--- src/hw/epc_cfg.svh ---
`ifndef EPC_CFG_SVH
`define EPC_CFG_SVH

// ---------------------------------------------------------------
// Register offsets and fields.
// ---------------------------------------------------------------
`define EPC_OFS_CTRL 8'h00
`define EPC_OFS_ADDR 8'h04
`define EPC_OFS_WDATA 8'h08
`define EPC_OFS_STATUS 8'h0c
`define EPC_OFS_RDATA 8'h10
`define EPC_OFS_CFG 8'h14
`define EPC_CMD_LSB 0
`define EPC_CFG_CE_MODE_BIT 0
`define EPC_CFG_RESET 1'b0
`define EPC_ROW_LSB 6

// ---------------------------------------------------------------
// Timing, in nanoseconds, microseconds or milliseconds as each name says, and cycle counts derived from it.
// ---------------------------------------------------------------
`define EPC_CLK_NS 10
`define EPC_WP_NS 100
`define EPC_BLC_MIN_NS 200
`define EPC_ACC_NS 250
`define EPC_BLC_MAX_US 150
`define EPC_WC_MS 5
`define EPC_PWRUP_MS 5
`define EPC_WP_CYC ((`EPC_WP_NS + `EPC_CLK_NS - 1) / `EPC_CLK_NS)
`define EPC_BLC_MIN_CYC ((`EPC_BLC_MIN_NS + `EPC_CLK_NS - 1) / `EPC_CLK_NS)
`define EPC_ACC_CYC ((`EPC_ACC_NS + `EPC_CLK_NS - 1) / `EPC_CLK_NS)
`define EPC_BLC_MAX_CYC ((`EPC_BLC_MAX_US * 1000 + `EPC_CLK_NS - 1) / `EPC_CLK_NS)
`define EPC_WC_CYC ((`EPC_WC_MS * 1000000 + `EPC_CLK_NS - 1) / `EPC_CLK_NS)
`define EPC_PWRUP_CYC ((`EPC_PWRUP_MS * 1000000 + `EPC_CLK_NS - 1) / `EPC_CLK_NS)

// ---------------------------------------------------------------
// Lock command sequences, address and data pairs.
// ---------------------------------------------------------------
`define EPC_SEQ_ADDR_A 13'h1555
`define EPC_SEQ_ADDR_B 13'h0aaa
`define EPC_SEQ_D1 8'haa
`define EPC_SEQ_D2 8'h55
`define EPC_SEQ_ON 8'ha0
`define EPC_SEQ_OFF_PRE 8'h80
`define EPC_SEQ_OFF 8'h20
`define EPC_SEQ_LEN_ON 3'h3
`define EPC_SEQ_LEN_OFF 3'h6

`endif

--- src/hw/epc_pkg.sv ---
package epc_pkg;

  typedef enum logic [6:0] {
    ST_IDLE = 7'h01,
    ST_WR_SET = 7'h02,
    ST_WR_LOW = 7'h04,
    ST_WR_HOLD = 7'h08,
    ST_WR_GAP = 7'h10,
    ST_RD_ACC = 7'h20,
    ST_NV_WAIT = 7'h40
  } epc_state_t;

  typedef enum logic [2:0] {
    CMD_NONE = 3'h0,
    CMD_READ = 3'h1,
    CMD_LOAD = 3'h2,
    CMD_LOCK_ON = 3'h3,
    CMD_LOCK_OFF = 3'h4
  } epc_cmd_t;

endpackage

--- src/hw/epc_ctrl.sv ---
`timescale 1ns/1ns
`include "epc_cfg.svh"
// Summary of operation
// - Strobe low, chip enabled, output disabled.
// - Window restarts at strobe rise, spacing bounded.
// - Chip enable may be the strobe.
// - Lock sequences use page write timing.
module epc_ctrl #(
  parameter int BLC_MAX_CYC = `EPC_BLC_MAX_CYC,
  parameter int WC_CYC = `EPC_WC_CYC,
  parameter int PWRUP_CYC = `EPC_PWRUP_CYC
) (
  input wire logic clock_in,
  input wire logic rst_n_in,
  input wire logic wb_cyc_in,
  input wire logic wb_stb_in,
  input wire logic wb_we_in,
  input wire logic [7:0] wb_adr_in,
  input wire logic [3:0] wb_sel_in,
  input wire logic [31:0] wb_dat_in,
  output logic wb_ack_out,
  output logic [31:0] wb_dat_out,
  output logic [12:0] mem_addr_out,
  output logic [7:0] mem_data_out,
  output logic mem_data_oe_out,
  input wire logic [7:0] mem_data_in,
  output logic chip_enable_n_out,
  output logic output_enable_n_out,
  output logic write_strobe_n_out,
  input wire logic ready_busy_n_in
);

  // ---------------------------------------------------------------
  // Constants.
  // ---------------------------------------------------------------
  localparam int CW = 20;
  localparam logic [7:0] WP_END = 8'(`EPC_WP_CYC - 1);
  localparam logic [7:0] GAP_END = 8'(`EPC_BLC_MIN_CYC - 1);
  localparam logic [7:0] ACC_END = 8'(`EPC_ACC_CYC - 1);
  localparam logic [CW-1:0] WIN_END = CW'(BLC_MAX_CYC);
  localparam logic [CW-1:0] WC_END = CW'(WC_CYC - 1);
  localparam logic [CW-1:0] PWR_END = CW'(PWRUP_CYC - 1);

  // ---------------------------------------------------------------
  // State.
  // ---------------------------------------------------------------
  epc_pkg::epc_state_t state_r, state_nxt;
  epc_pkg::epc_cmd_t cmd;
  logic [7:0] cnt_r, cnt_nxt;
  logic [CW-1:0] win_r, win_nxt, nvc_r, nvc_nxt, pwr_r, pwr_nxt;
  logic pwr_done_r, pwr_done_nxt;
  logic [12:0] addr_r, addr_nxt, last_addr_r, last_addr_nxt;
  logic [6:0] row_r, row_nxt;
  logic [7:0] wdata_r, wdata_nxt, rdata_r, rdata_nxt;
  logic ce_mode_r, ce_mode_nxt;
  logic loading_r, loading_nxt, polling_r, polling_nxt;
  logic lock_wait_r, lock_wait_nxt, data_loaded_r, data_loaded_nxt;
  logic seq_r, seq_nxt, seq_dis_r, seq_dis_nxt;
  logic [2:0] seq_idx_r, seq_idx_nxt, seq_len_r, seq_len_nxt;
  logic last_bit7_r, last_bit7_nxt, prev6_r, prev6_nxt, first_r, first_nxt;
  logic timeout_r, timeout_nxt, refused_r, refused_nxt, rdy_r;
  logic ack_r, ack_nxt;
  logic [31:0] wbd_r, wbd_nxt;
  logic [12:0] pa_r, pa_nxt;
  logic [7:0] pd_r, pd_nxt;
  logic doe_r, doe_nxt, ce_n_r, ce_n_nxt, oe_n_r, oe_n_nxt, we_n_r, we_n_nxt;
  logic wr_act, strobe, rd_act, done, nv_busy;

  // Lock sequence table: address and data of step i.
  function automatic logic [20:0] seq_word(input logic dis, input logic [2:0] i);
    logic [20:0] w;
    w = {`EPC_SEQ_ADDR_A, `EPC_SEQ_D1};
    case (i)
      3'h1: w = {`EPC_SEQ_ADDR_B, `EPC_SEQ_D2};
      3'h2: w = {`EPC_SEQ_ADDR_A, dis ? `EPC_SEQ_OFF_PRE : `EPC_SEQ_ON};
      3'h3: w = {`EPC_SEQ_ADDR_A, `EPC_SEQ_D1};
      3'h4: w = {`EPC_SEQ_ADDR_B, `EPC_SEQ_D2};
      3'h5: w = {`EPC_SEQ_ADDR_A, `EPC_SEQ_OFF};
      default: w = {`EPC_SEQ_ADDR_A, `EPC_SEQ_D1};
    endcase
    return w;
  endfunction

  // ---------------------------------------------------------------
  // Next-state logic.
  // ---------------------------------------------------------------
  always_comb begin
    state_nxt = state_r;
    cmd = epc_pkg::CMD_NONE;
    cnt_nxt = cnt_r;
    win_nxt = win_r;
    nvc_nxt = nvc_r;
    pwr_nxt = pwr_r;
    pwr_done_nxt = pwr_done_r;
    addr_nxt = addr_r;
    last_addr_nxt = last_addr_r;
    row_nxt = row_r;
    wdata_nxt = wdata_r;
    rdata_nxt = rdata_r;
    ce_mode_nxt = ce_mode_r;
    loading_nxt = loading_r;
    polling_nxt = polling_r;
    lock_wait_nxt = lock_wait_r;
    data_loaded_nxt = data_loaded_r;
    seq_nxt = seq_r;
    seq_dis_nxt = seq_dis_r;
    seq_idx_nxt = seq_idx_r;
    seq_len_nxt = seq_len_r;
    last_bit7_nxt = last_bit7_r;
    prev6_nxt = prev6_r;
    first_nxt = first_r;
    timeout_nxt = timeout_r;
    refused_nxt = refused_r;
    pa_nxt = pa_r;
    pd_nxt = pd_r;
    ack_nxt = 1'b0;
    wbd_nxt = wbd_r;
    done = 1'b0;
    nv_busy = polling_r || lock_wait_r || (state_r == epc_pkg::ST_NV_WAIT);
    // Wishbone slave: answer one cycle after the request, unmapped reads zero.
    if (wb_cyc_in && wb_stb_in && !ack_r) begin
      ack_nxt = 1'b1;
      wbd_nxt = 32'h0;
      if (wb_we_in) begin
        case (wb_adr_in)
          `EPC_OFS_CTRL: if (wb_sel_in[0]) cmd = epc_pkg::epc_cmd_t'(wb_dat_in[2:0]);
          `EPC_OFS_ADDR: begin
            if (wb_sel_in[0]) addr_nxt[7:0] = wb_dat_in[7:0];
            if (wb_sel_in[1]) addr_nxt[12:8] = wb_dat_in[12:8];
          end
          `EPC_OFS_WDATA: if (wb_sel_in[0]) wdata_nxt = wb_dat_in[7:0];
          `EPC_OFS_CFG: if (wb_sel_in[0]) ce_mode_nxt = wb_dat_in[`EPC_CFG_CE_MODE_BIT];
          default: wbd_nxt = 32'h0;
        endcase
      end else begin
        case (wb_adr_in)
          `EPC_OFS_ADDR: wbd_nxt = {19'h0, addr_r};
          `EPC_OFS_WDATA: wbd_nxt = {24'h0, wdata_r};
          `EPC_OFS_STATUS: wbd_nxt = {25'h0, refused_r, rdy_r, timeout_r, !pwr_done_r,
                                      nv_busy, loading_r, state_r != epc_pkg::ST_IDLE};
          `EPC_OFS_RDATA: wbd_nxt = {24'h0, rdata_r};
          `EPC_OFS_CFG: wbd_nxt = {31'h0, ce_mode_r};
          default: wbd_nxt = 32'h0;
        endcase
      end
    end
    if (!pwr_done_r) begin
      if (pwr_r == PWR_END) pwr_done_nxt = 1'b1;
      else pwr_nxt = pwr_r + 1'b1;
    end
    if (loading_r && win_r != WIN_END) win_nxt = win_r + 1'b1;
    if (polling_r) nvc_nxt = nvc_r + 1'b1;
    case (state_r)
      epc_pkg::ST_IDLE: begin
        if (cmd != epc_pkg::CMD_NONE) begin
          if (cmd == epc_pkg::CMD_READ && !loading_r) begin
            pa_nxt = addr_r;
            cnt_nxt = 8'h0;
            refused_nxt = 1'b0;
            state_nxt = epc_pkg::ST_RD_ACC;
          end else if (cmd == epc_pkg::CMD_LOAD && pwr_done_r && !nv_busy &&
                       (!loading_r || addr_r[12:`EPC_ROW_LSB] == row_r)) begin
            pa_nxt = addr_r;
            pd_nxt = wdata_r;
            row_nxt = addr_r[12:`EPC_ROW_LSB];
            last_addr_nxt = addr_r;
            last_bit7_nxt = wdata_r[7];
            data_loaded_nxt = 1'b1;
            timeout_nxt = 1'b0;
            refused_nxt = 1'b0;
            state_nxt = epc_pkg::ST_WR_SET;
          end else if ((cmd == epc_pkg::CMD_LOCK_ON || cmd == epc_pkg::CMD_LOCK_OFF) &&
                       pwr_done_r && !nv_busy && !loading_r) begin
            seq_nxt = 1'b1;
            seq_dis_nxt = (cmd == epc_pkg::CMD_LOCK_OFF);
            seq_idx_nxt = 3'h0;
            seq_len_nxt = (cmd == epc_pkg::CMD_LOCK_OFF) ? `EPC_SEQ_LEN_OFF : `EPC_SEQ_LEN_ON;
            {pa_nxt, pd_nxt} = seq_word(cmd == epc_pkg::CMD_LOCK_OFF, 3'h0);
            row_nxt = 7'(`EPC_SEQ_ADDR_A >> `EPC_ROW_LSB);
            lock_wait_nxt = 1'b1;
            data_loaded_nxt = 1'b0;
            timeout_nxt = 1'b0;
            refused_nxt = 1'b0;
            state_nxt = epc_pkg::ST_WR_SET;
          end else begin
            refused_nxt = 1'b1;
          end
        end else if (loading_r && win_r == WIN_END) begin
          loading_nxt = 1'b0;
          nvc_nxt = '0;
          if (lock_wait_r && !data_loaded_r) begin
            state_nxt = epc_pkg::ST_NV_WAIT;
          end else begin
            polling_nxt = 1'b1;
            first_nxt = 1'b1;
            pa_nxt = last_addr_r;
            cnt_nxt = 8'h0;
            state_nxt = epc_pkg::ST_RD_ACC;
          end
        end
      end
      epc_pkg::ST_WR_SET: begin
        cnt_nxt = 8'h0;
        state_nxt = epc_pkg::ST_WR_LOW;
      end
      epc_pkg::ST_WR_LOW: begin
        if (cnt_r == WP_END) state_nxt = epc_pkg::ST_WR_HOLD;
        else cnt_nxt = cnt_r + 1'b1;
      end
      epc_pkg::ST_WR_HOLD: begin
        win_nxt = '0;
        loading_nxt = 1'b1;
        cnt_nxt = 8'h0;
        state_nxt = epc_pkg::ST_WR_GAP;
      end
      epc_pkg::ST_WR_GAP: begin
        if (cnt_r == GAP_END) begin
          if (seq_r && (seq_idx_r + 3'h1) < seq_len_r) begin
            seq_idx_nxt = seq_idx_r + 3'h1;
            {pa_nxt, pd_nxt} = seq_word(seq_dis_r, seq_idx_r + 3'h1);
            state_nxt = epc_pkg::ST_WR_SET;
          end else begin
            seq_nxt = 1'b0;
            state_nxt = epc_pkg::ST_IDLE;
          end
        end else begin
          cnt_nxt = cnt_r + 1'b1;
        end
      end
      epc_pkg::ST_RD_ACC: begin
        if (cnt_r == ACC_END) begin
          rdata_nxt = mem_data_in;
          state_nxt = epc_pkg::ST_IDLE;
          if (polling_r) begin
            done = !first_r && (prev6_r == mem_data_in[6]) &&
                   (!data_loaded_r || mem_data_in[7] == last_bit7_r);
            prev6_nxt = mem_data_in[6];
            first_nxt = 1'b0;
            if (done) begin
              polling_nxt = 1'b0;
              lock_wait_nxt = 1'b0;
            end else if (nvc_r >= WC_END) begin
              polling_nxt = 1'b0;
              lock_wait_nxt = 1'b0;
              timeout_nxt = 1'b1;
            end else begin
              cnt_nxt = 8'h0;
              state_nxt = epc_pkg::ST_WR_GAP;
              seq_nxt = 1'b0;
            end
          end
        end else begin
          cnt_nxt = cnt_r + 1'b1;
        end
      end
      epc_pkg::ST_NV_WAIT: begin
        if (nvc_r == WC_END) begin
          lock_wait_nxt = 1'b0;
          state_nxt = epc_pkg::ST_IDLE;
        end else begin
          nvc_nxt = nvc_r + 1'b1;
        end
      end
      default: state_nxt = epc_pkg::ST_IDLE;
    endcase
    // A poll read that is not done waits one gap, then reads again.
    if (state_r == epc_pkg::ST_WR_GAP && polling_r && cnt_r == GAP_END) begin
      cnt_nxt = 8'h0;
      state_nxt = epc_pkg::ST_RD_ACC;
    end
    wr_act = (state_nxt == epc_pkg::ST_WR_SET) || (state_nxt == epc_pkg::ST_WR_LOW) ||
             (state_nxt == epc_pkg::ST_WR_HOLD);
    strobe = (state_nxt == epc_pkg::ST_WR_LOW);
    rd_act = (state_nxt == epc_pkg::ST_RD_ACC);
    ce_n_nxt = ce_mode_r ? !(strobe || rd_act) : !(wr_act || rd_act);
    we_n_nxt = ce_mode_r ? !wr_act : !strobe;
    oe_n_nxt = !rd_act;
    doe_nxt = wr_act;
  end

  // ---------------------------------------------------------------
  // Registers.
  // ---------------------------------------------------------------
  always_ff @(posedge clock_in or negedge rst_n_in) begin
    if (!rst_n_in) begin
      state_r <= epc_pkg::ST_IDLE;
      cnt_r <= 8'h0;
      win_r <= '0;
      nvc_r <= '0;
      pwr_r <= '0;
      pwr_done_r <= 1'b0;
      addr_r <= 13'h0;
      last_addr_r <= 13'h0;
      row_r <= 7'h0;
      wdata_r <= 8'h0;
      rdata_r <= 8'h0;
      ce_mode_r <= `EPC_CFG_RESET;
      loading_r <= 1'b0;
      polling_r <= 1'b0;
      lock_wait_r <= 1'b0;
      data_loaded_r <= 1'b0;
      seq_r <= 1'b0;
      seq_dis_r <= 1'b0;
      seq_idx_r <= 3'h0;
      seq_len_r <= 3'h0;
      last_bit7_r <= 1'b0;
      prev6_r <= 1'b0;
      first_r <= 1'b0;
      timeout_r <= 1'b0;
      refused_r <= 1'b0;
      rdy_r <= 1'b1;
      ack_r <= 1'b0;
      wbd_r <= 32'h0;
      pa_r <= 13'h0;
      pd_r <= 8'h0;
      doe_r <= 1'b0;
      ce_n_r <= 1'b1;
      oe_n_r <= 1'b1;
      we_n_r <= 1'b1;
    end else begin
      state_r <= state_nxt;
      cnt_r <= cnt_nxt;
      win_r <= win_nxt;
      nvc_r <= nvc_nxt;
      pwr_r <= pwr_nxt;
      pwr_done_r <= pwr_done_nxt;
      addr_r <= addr_nxt;
      last_addr_r <= last_addr_nxt;
      row_r <= row_nxt;
      wdata_r <= wdata_nxt;
      rdata_r <= rdata_nxt;
      ce_mode_r <= ce_mode_nxt;
      loading_r <= loading_nxt;
      polling_r <= polling_nxt;
      lock_wait_r <= lock_wait_nxt;
      data_loaded_r <= data_loaded_nxt;
      seq_r <= seq_nxt;
      seq_dis_r <= seq_dis_nxt;
      seq_idx_r <= seq_idx_nxt;
      seq_len_r <= seq_len_nxt;
      last_bit7_r <= last_bit7_nxt;
      prev6_r <= prev6_nxt;
      first_r <= first_nxt;
      timeout_r <= timeout_nxt;
      refused_r <= refused_nxt;
      rdy_r <= ready_busy_n_in;
      ack_r <= ack_nxt;
      wbd_r <= wbd_nxt;
      pa_r <= pa_nxt;
      pd_r <= pd_nxt;
      doe_r <= doe_nxt;
      ce_n_r <= ce_n_nxt;
      oe_n_r <= oe_n_nxt;
      we_n_r <= we_n_nxt;
    end
  end

  assign wb_ack_out = ack_r;
  assign wb_dat_out = wbd_r;
  assign mem_addr_out = pa_r;
  assign mem_data_out = pd_r;
  assign mem_data_oe_out = doe_r;
  assign chip_enable_n_out = ce_n_r;
  assign output_enable_n_out = oe_n_r;
  assign write_strobe_n_out = we_n_r;

endmodule

--- config.mk ---
export PLATFORM = sky130hd
export DESIGN_NAME = epc_ctrl
export DESIGN_NICKNAME = d
export VERILOG_FILES = /design/src/hw/epc_pkg.sv /design/src/hw/epc_ctrl.sv
export VERILOG_INCLUDE_DIRS = /design/src /design/src/hw
export SDC_FILE = /design/constraint.sdc
export NUM_CORES = 1
export LEC_CHECK = 0
export BUFFER_PORTS_ARGS = -buffer_cell sky130_fd_sc_hd__buf_2
export CAP_MARGIN = 40
export CORE_MARGIN = 2
export CORE_UTILIZATION = 25
export CTS_CLUSTER_SIZE = 16
export DETAILED_ROUTE_END_ITERATION = 8
export PLACE_DENSITY = 0.39
export SYNTH_ARGS = -nofsm -noshare
export SYNTH_HDL_FRONTEND = slang
export SYNTH_SLANG_ARGS = --single-unit
--- constraint.sdc ---
create_clock -name clock_in -period 3.6 [get_ports clock_in]
set_input_delay 0.36 -clock clock_in [delete_from_list [all_inputs] [get_ports clock_in]]
set_output_delay 0.36 -clock clock_in [all_outputs]
set_load 0.01 [all_outputs]
# Word-level counts from Yosys, hierarchy flattened
# Cells that the tools add are included.
[word_totals] word_cells=298 ff_bits=202
[op_classes] addsub=5 bitwise_logic=4 n_reduce_logical=70 eq_ne=64 mux=118 order_cmp=2
[ops] op="2-to-1 mux 8 bit" count=17
[ops] op="2-to-1 mux 20 bit" count=6
[ops] op="2-to-1 mux 13 bit" count=9
[ops] op="2-to-1 mux 7 bit" count=13
[ops] op="case mux 13 bit (5 select lines)" count=1
[ops] op="case mux 21 bit (3 select lines)" count=1
[ops] op="adder 20 x 1 -> 20 bit, second input constant" count=3
[ops] op="case mux 7 bit (7 select lines)" count=1
[ops] op="2-to-1 mux 1 bit" count=43
[ops] op="equality test 20 x 19 -> 1 bit, second input constant" count=2
[ops] op="case mux 20 bit (2 select lines)" count=1
[ops] op="case mux 8 bit (5 select lines)" count=1
[ops] op="2-to-1 mux 3 bit" count=11
[ops] op="equality test 8 x 5 -> 1 bit, second input constant" count=4
[ops] op="inequality test 2 bit, second input constant" count=15
[ops] op="case mux 13 bit (2 select lines)" count=1
[ops] op="equality test 8 x 4 -> 1 bit, second input constant" count=3
[ops] op="inequality test 4 bit, second input constant" count=6
[ops] op="AND reduction 4 bit" count=6
[ops] op="equality test 20 x 14 -> 1 bit, second input constant" count=1
[ops] op=">= comparator 20 x 19 -> 1 bit, second input constant" count=1
[ops] op="inequality test 20 x 14 -> 1 bit, second input constant" count=1
[ops] op="AND reduction 6 bit" count=3
[ops] op="AND reduction 9 bit" count=2
[ops] op="43 further kinds" count=111

# Logic depth before layout (Yosys ltp)
[depth] word_depth=21 mapped_depth=10

# Worst setup path after synthesis
# No wires, ideal clock.
[synth_path] kind="in2reg" startpoint="in wb_adr_in[5]" endpoint="reg pa_r[11] (netlist: mem_addr_out[11])" setup_ns=0.125 cell_stages=8 setup_slack_ns=0.692 t_arrival_ns=2.783 n_path_buf=2 path_cell_list="or4_4 -> or4_4 -> buf_6 -> nor2_2 -> o21ai_1 -> a211oi_2 -> buf_4 -> mux2_2"
[synth_between] elab_chain_cells=12 elab_cells_between_ends=25 classes_between="eq/ne (7); mux (7); reduce/logical (11)"
[synth_lines] item="from (decl)" line_no="epc_ctrl.sv:18" source="input wire logic [7:0] wb_adr_in,"
[synth_lines] item="zero test 8 bit (*)" line_no="epc_ctrl.sv:125" source="case (wb_adr_in)"
[synth_lines] item="2-to-1 mux 3 bit (*)" line_no="epc_ctrl.sv:125"
[synth_lines] item="2-to-1 mux 3 bit (*)" line_no="epc_ctrl.sv:124" source="if (wb_we_in) begin"
[synth_lines] item="2-to-1 mux 3 bit (*)" line_no="epc_ctrl.sv:121" source="if (wb_cyc_in && wb_stb_in && !ack_r) begin"
[synth_lines] item="equality test 3 x 2 -> 1 bit" line_no="epc_ctrl.sv:161" source="end else if (cmd == epc_pkg::CMD_LOAD && pwr_done_r && !nv_busy &&"
[synth_lines] item="logical AND 1 bit (3 in series)" line_no="epc_ctrl.sv:161"
[synth_lines] item="2-to-1 mux 13 bit" line_no="epc_ctrl.sv:161"
[synth_lines] item="2-to-1 mux 13 bit" line_no="epc_ctrl.sv:156" source="if (cmd == epc_pkg::CMD_READ && !loading_r) begin"
[synth_lines] item="2-to-1 mux 13 bit" line_no="epc_ctrl.sv:155" source="if (cmd != epc_pkg::CMD_NONE) begin"
[synth_lines] item="case mux 13 bit (2 select lines)" line_no="epc_ctrl.sv:153" source="case (state_r)"
[synth_lines] item="to (signal assigned)" line_no="epc_ctrl.sv:349" source="pa_r <= pa_nxt;"
[synth_lines] item="to (decl)" line_no="epc_ctrl.sv:64" source="logic [12:0] pa_r, pa_nxt;"
# Mark *: on every way between the ends. The rest lies on a longest branch, timed or not.
# A chain may end at the register's enable or synchronous reset.

# Final worst setup path
[layout_path] startpoint="reg seq_idx_r[0]" endpoint="reg pa_r[1] (netlist: mem_addr_out[1])"
[layout_between] elab_chain_cells=7 elab_cells_between_ends=14 classes_between="add/sub (1); order compare (1); eq/ne (5); mux (4); reduce/logical (3)"
[layout_lines] item="from (decl)" line_no="epc_ctrl.sv:59" source="logic [2:0] seq_idx_r, seq_idx_nxt, seq_len_r, seq_len_nxt;"
[layout_lines] item="from (signal assigned)" line_no="epc_ctrl.sv:339" source="seq_idx_r <= seq_idx_nxt;"
[layout_lines] item="adder 3 x 1 -> 3 bit (*)" line_no="epc_ctrl.sv:218, epc_ctrl.sv:220"
[layout_lines] item="equality test 3 bit or equality test 3 x 1 -> 1 bit (tied branches)" line_no="epc_ctrl.sv:73" source="case (i)"
[layout_lines] item="OR reduction 2 bit (no line)"
[layout_lines] item="case mux 21 bit (3 select lines)" line_no="epc_ctrl.sv:73"
[layout_lines] item="2-to-1 mux 13 bit" line_no="epc_ctrl.sv:218" source="if (seq_r && (seq_idx_r + 3'h1) < seq_len_r) begin"
[layout_lines] item="2-to-1 mux 13 bit" line_no="epc_ctrl.sv:217" source="if (cnt_r == GAP_END) begin"
[layout_lines] item="case mux 13 bit (2 select lines)" line_no="epc_ctrl.sv:153"
# Mark *: on every way between the ends. The rest lies on a longest branch, timed or not. The select of a mux whose other input is x is not followed.

==> flow_metrics.env <==
export IMPL_clock_latency_ns=0.45
export IMPL_worstHoldStart="wb_dat_in[10]"
export IMPL_synthSimpleGateAreaFrac_pct=18.8
export IMPL_min_delay_path_depth=2
export IMPL_n_fill_cell=3981
export IMPL_cts_setup_buffers=0
export IMPL_die_w_um=200
export IMPL_min_delay_worst_endpoint="addr_r[10]"
export IMPL_hold_path_class="input pin to flip-flop"
export IMPL_total_power_mw=4.12
export IMPL_syn2layout_area_growth_pct=16.6
export IMPL_cap_viol_max_count=0
export IMPL_run_status="completed"
export IMPL_grt_pass1_wl_um=44000
export IMPL_rsz0062_at_grt="no"
export IMPL_gp_congestion=0.775
export IMPL_r2r_end="mem_addr_out[1]"
export IMPL_grt_pass1_vias=7367
export IMPL_layout_nets=1118
export IMPL_leakagePower_nw=5.00
export IMPL_synth_edf_count=0
export IMPL_syn_avg_cell_area_um2=9.96
export IMPL_setup_viol_count_final=0
export IMPL_dpl_hpwl_um=20200
export IMPL_cpMostUsedCell="ha_1"
export IMPL_grt_use_met1_pct=21.1
export IMPL_drt_total_wl_um=27900
export IMPL_arrival_ns=3.50
export IMPL_tns_ns=0
export IMPL_async_reset_ff_share_pct=100
export IMPL_worst_setup_path_type="flip-flop to flip-flop"
export IMPL_synth_area_um2=9600
export IMPL_grt_busiest_layer="met2"
export IMPL_critPathSlowestCell="dfrtp_1"
export IMPL_layout_setup_ws_ns=0.423
export IMPL_drive_above_1_share_pct=19.6
export IMPL_rrSetupSlack_ns=0.42
export IMPL_use_met2_pct=21.6
export IMPL_cts_max_level=4
export IMPL_synth_compound_area_share_pct=15.3
export IMPL_regArea_um2=4560
export IMPL_stdcell_count=1572
export IMPL_synth_ff_type="dfrtp_1"
export IMPL_via_per_inst=4.74
export IMPL_critPathCaptureType="flip-flop"
export IMPL_ys_seq_area_share_pct=47.5
export IMPL_cts_resized=0
export IMPL_first_pass_iters=5
export IMPL_gr_total_overflow=0
export IMPL_path_cells="ha_1 > xor2_1 > ha_1 > or3b_2 > o32ai_1 > and2_1 > nor2_1 > a211oi_2 > buf_4 > mux2_2"
export IMPL_synth_top_family_by_area="simple AND/OR/NAND/NOR gates"
export IMPL_finalHoldViolations=0
export IMPL_final_max_slew_viol_count=0
export IMPL_cp_max_fo=13
export IMPL_powerDensity_nw_per_um2=368
export IMPL_cts_buffers_inserted=17
export IMPL_io_buffers=75
export IMPL_peakVddDrop_mv=0.296
export IMPL_synth_adder_area_share_pct=1.67
export IMPL_place_ws_ns=0.430
export IMPL_wl_per_cell_um=17.7
export IMPL_core_rowCount=71
export IMPL_cts_tree="done"
export IMPL_antenna_found_initial=0
export IMPL_vias=7449
export IMPL_drcViolationCount=0
export IMPL_cts_clk_slew_worst_paths_ns=0.08
export IMPL_rr_worst_depth=10
export IMPL_start_util_pct=25.4
export IMPL_first_iter_violations=449
export IMPL_slew_headroom_pct=46.0
export IMPL_worstMarginPinSlew_ns=0.810
export IMPL_antenna_left=0
export IMPL_dp_cells=1538
export IMPL_synthMuxAreaShare_pct=5.69
export IMPL_critPathRequiredTime_ns=3.93
export IMPL_syn_inst=964
export IMPL_synth_xor_area_share_pct=6.29
export IMPL_r2r_start="seq_idx_r[0]"
export IMPL_synth_cell_types=78
export IMPL_grt_util_met3_pct=3.13
export IMPL_startpoint_type="flip-flop"
export IMPL_n_antenna_cell=0
export IMPL_slowest_delay_ns=0.47
export IMPL_ios=116
export IMPL_yosysWarnings=0
export IMPL_clockBufferDepth=2
export IMPL_grt_start_max_net_pins=85
export IMPL_ys_ff_latch=182
export IMPL_die_area_um2=40000
export IMPL_clock_skew_ns=0.0163
export IMPL_fmax_mhz=315
export IMPL_grtUsageTotal_pct=14.4
export IMPL_cts_root_buffer="clkbuf_16"
export IMPL_fin_crit_ns=3.18
export IMPL_multi_input_area_um2=4670
export IMPL_clock_sinks=182
export IMPL_core_um2=37800
export IMPL_fin_crit_sh_pct=88.2
export IMPL_die_h_um=200
-- power breakdown --
| group | internal [mW] | switching (mW) | total (mW) |
|---|---|---|---|
| combinational | 0.0667 | 0.126 | 0.193 |
| clock | 0.911 | 0.922 | 1.83 |
| sequential | 2.07 | 0.0199 | 2.09 |
-- per-layer routing --
layer  wire [um]  share of wire, %
met1       14300                51
met2       12200                44
met3        1080               3.9
met4         260              0.93
met5           0                 0
-- cells in the mapped netlist, types with 10 or more instances --
master,count,area [um^2]
nand3_1,28,140
nand4_1,12,75.1
ha_1,12,150
nor4_1,11,68.8
a22o_1,13,114
nor3_1,23,115
buf_4,20,150
mux2_2,37,417
inv_1,37,139
nand2_1,109,409
xor2_1,33,289
nor2_1,79,297
a2111oi_0,10,87.6
xnor2_1,36,315
dfrtp_1,177,4430
o21ai_0,37,185
a21oi_1,24,120
o2111ai_1,12,105
clkbuf_1,34,128
and3_1,16,100
mux2i_1,13,130
-- what timing repair did --
item,CTS,global route
setup endpoints to repair,0,0
endpoints found under the hold margin,31,0
hold buffers,2,0
-- cell usage in the layout (no fill, tap or decap), drive strengths merged, types with 13 or more instances in the layout --
cell type  count
and3          16
conb          19
xnor2         36
nand3         28
nor3          27
mux2i         13
dfrtp        177
a22o          13
buf          102
inv           44
nor2          80
mux2          37
o21ai         39
a21oi         24
xor2          33
clkbuf        18
nand2        109
-- sequential cells by signal (all words and copies together) (netlist names), 8 cells and up --
name and count:
mem_addr_out 13, win_r 20, nvc_r 20, pwr_r 20, cnt_r 8, mem_data_out 8, wb_dat_out 13, last_addr_r 13
wdata_r 8, rdata_r 8, addr_r 13
-- how the worst max path moves through the flow --
stage	from	endpoint	slack, ns	cells after the start
floorplan	wb_adr_in[5]	mem_addr_out[11]	0.69	8
global placement	seq_idx_r[0]	mem_addr_out[0]	0.47	9
detailed placement	seq_idx_r[0]	mem_addr_out[10]	0.43	9
CTS	seq_idx_r[0]	mem_addr_out[2]	0.42	9
global route	seq_idx_r[0]	mem_addr_out[1]	0.27	10
finish	seq_idx_r[0]	mem_addr_out[1]	0.42	10
-- final cells by class --
cell class / instances / area share, %
multi-input cells: 704 / 41.7
flip-flops and latches: 182 / 40.7
well taps: 511 / 5.71
repair buffers: 105 / 5.60
clock buffers: 17 / 3.80
inverters: 38 / 1.27
clock inverters: 15 / 1.22
-- per-stage QoR --
| step | util [%] | cell area (um^2) | hold WS (ns) |
|---|---|---|---|
| 2_1_floorplan | - | 9670 | 0.0644 |
| 3_3_place_gp | 28.1 | 10600 | 0.444 |
| 3_5_place_dp | 28.1 | 10600 | 0.444 |
| 4_1_cts | 29.7 | 11200 | 0.110 |
| 5_1_grt | 29.7 | 11200 | 0.119 |
| 6_report | 29.7 | 11200 | 0.137 |
-- worst max-delay path, delay by kind of cell (launching register included) --
kind                     cells  cell delay, ns
flip-flops                   1            0.47
AO/OA/AOI/OAI                2            0.36
XOR/XNOR                     1            0.20
multiplexers                 1            0.35
buffers and inverters        1            0.24
adder cells (fa/ha/maj)      2            0.51
AND/OR/NAND/NOR              3            0.92
-- kinds of logic after synthesis --
family | after synthesis
AO/OA/AOI/OAI | 198
XOR/XNOR | 69
adder cells (fa/ha/maj) | 13
buffers and inverters | 96
flip-flops | 182
multiplexers | 50
other | 1
AND/OR/NAND/NOR | 355
(Power assumes the default switching activity.)
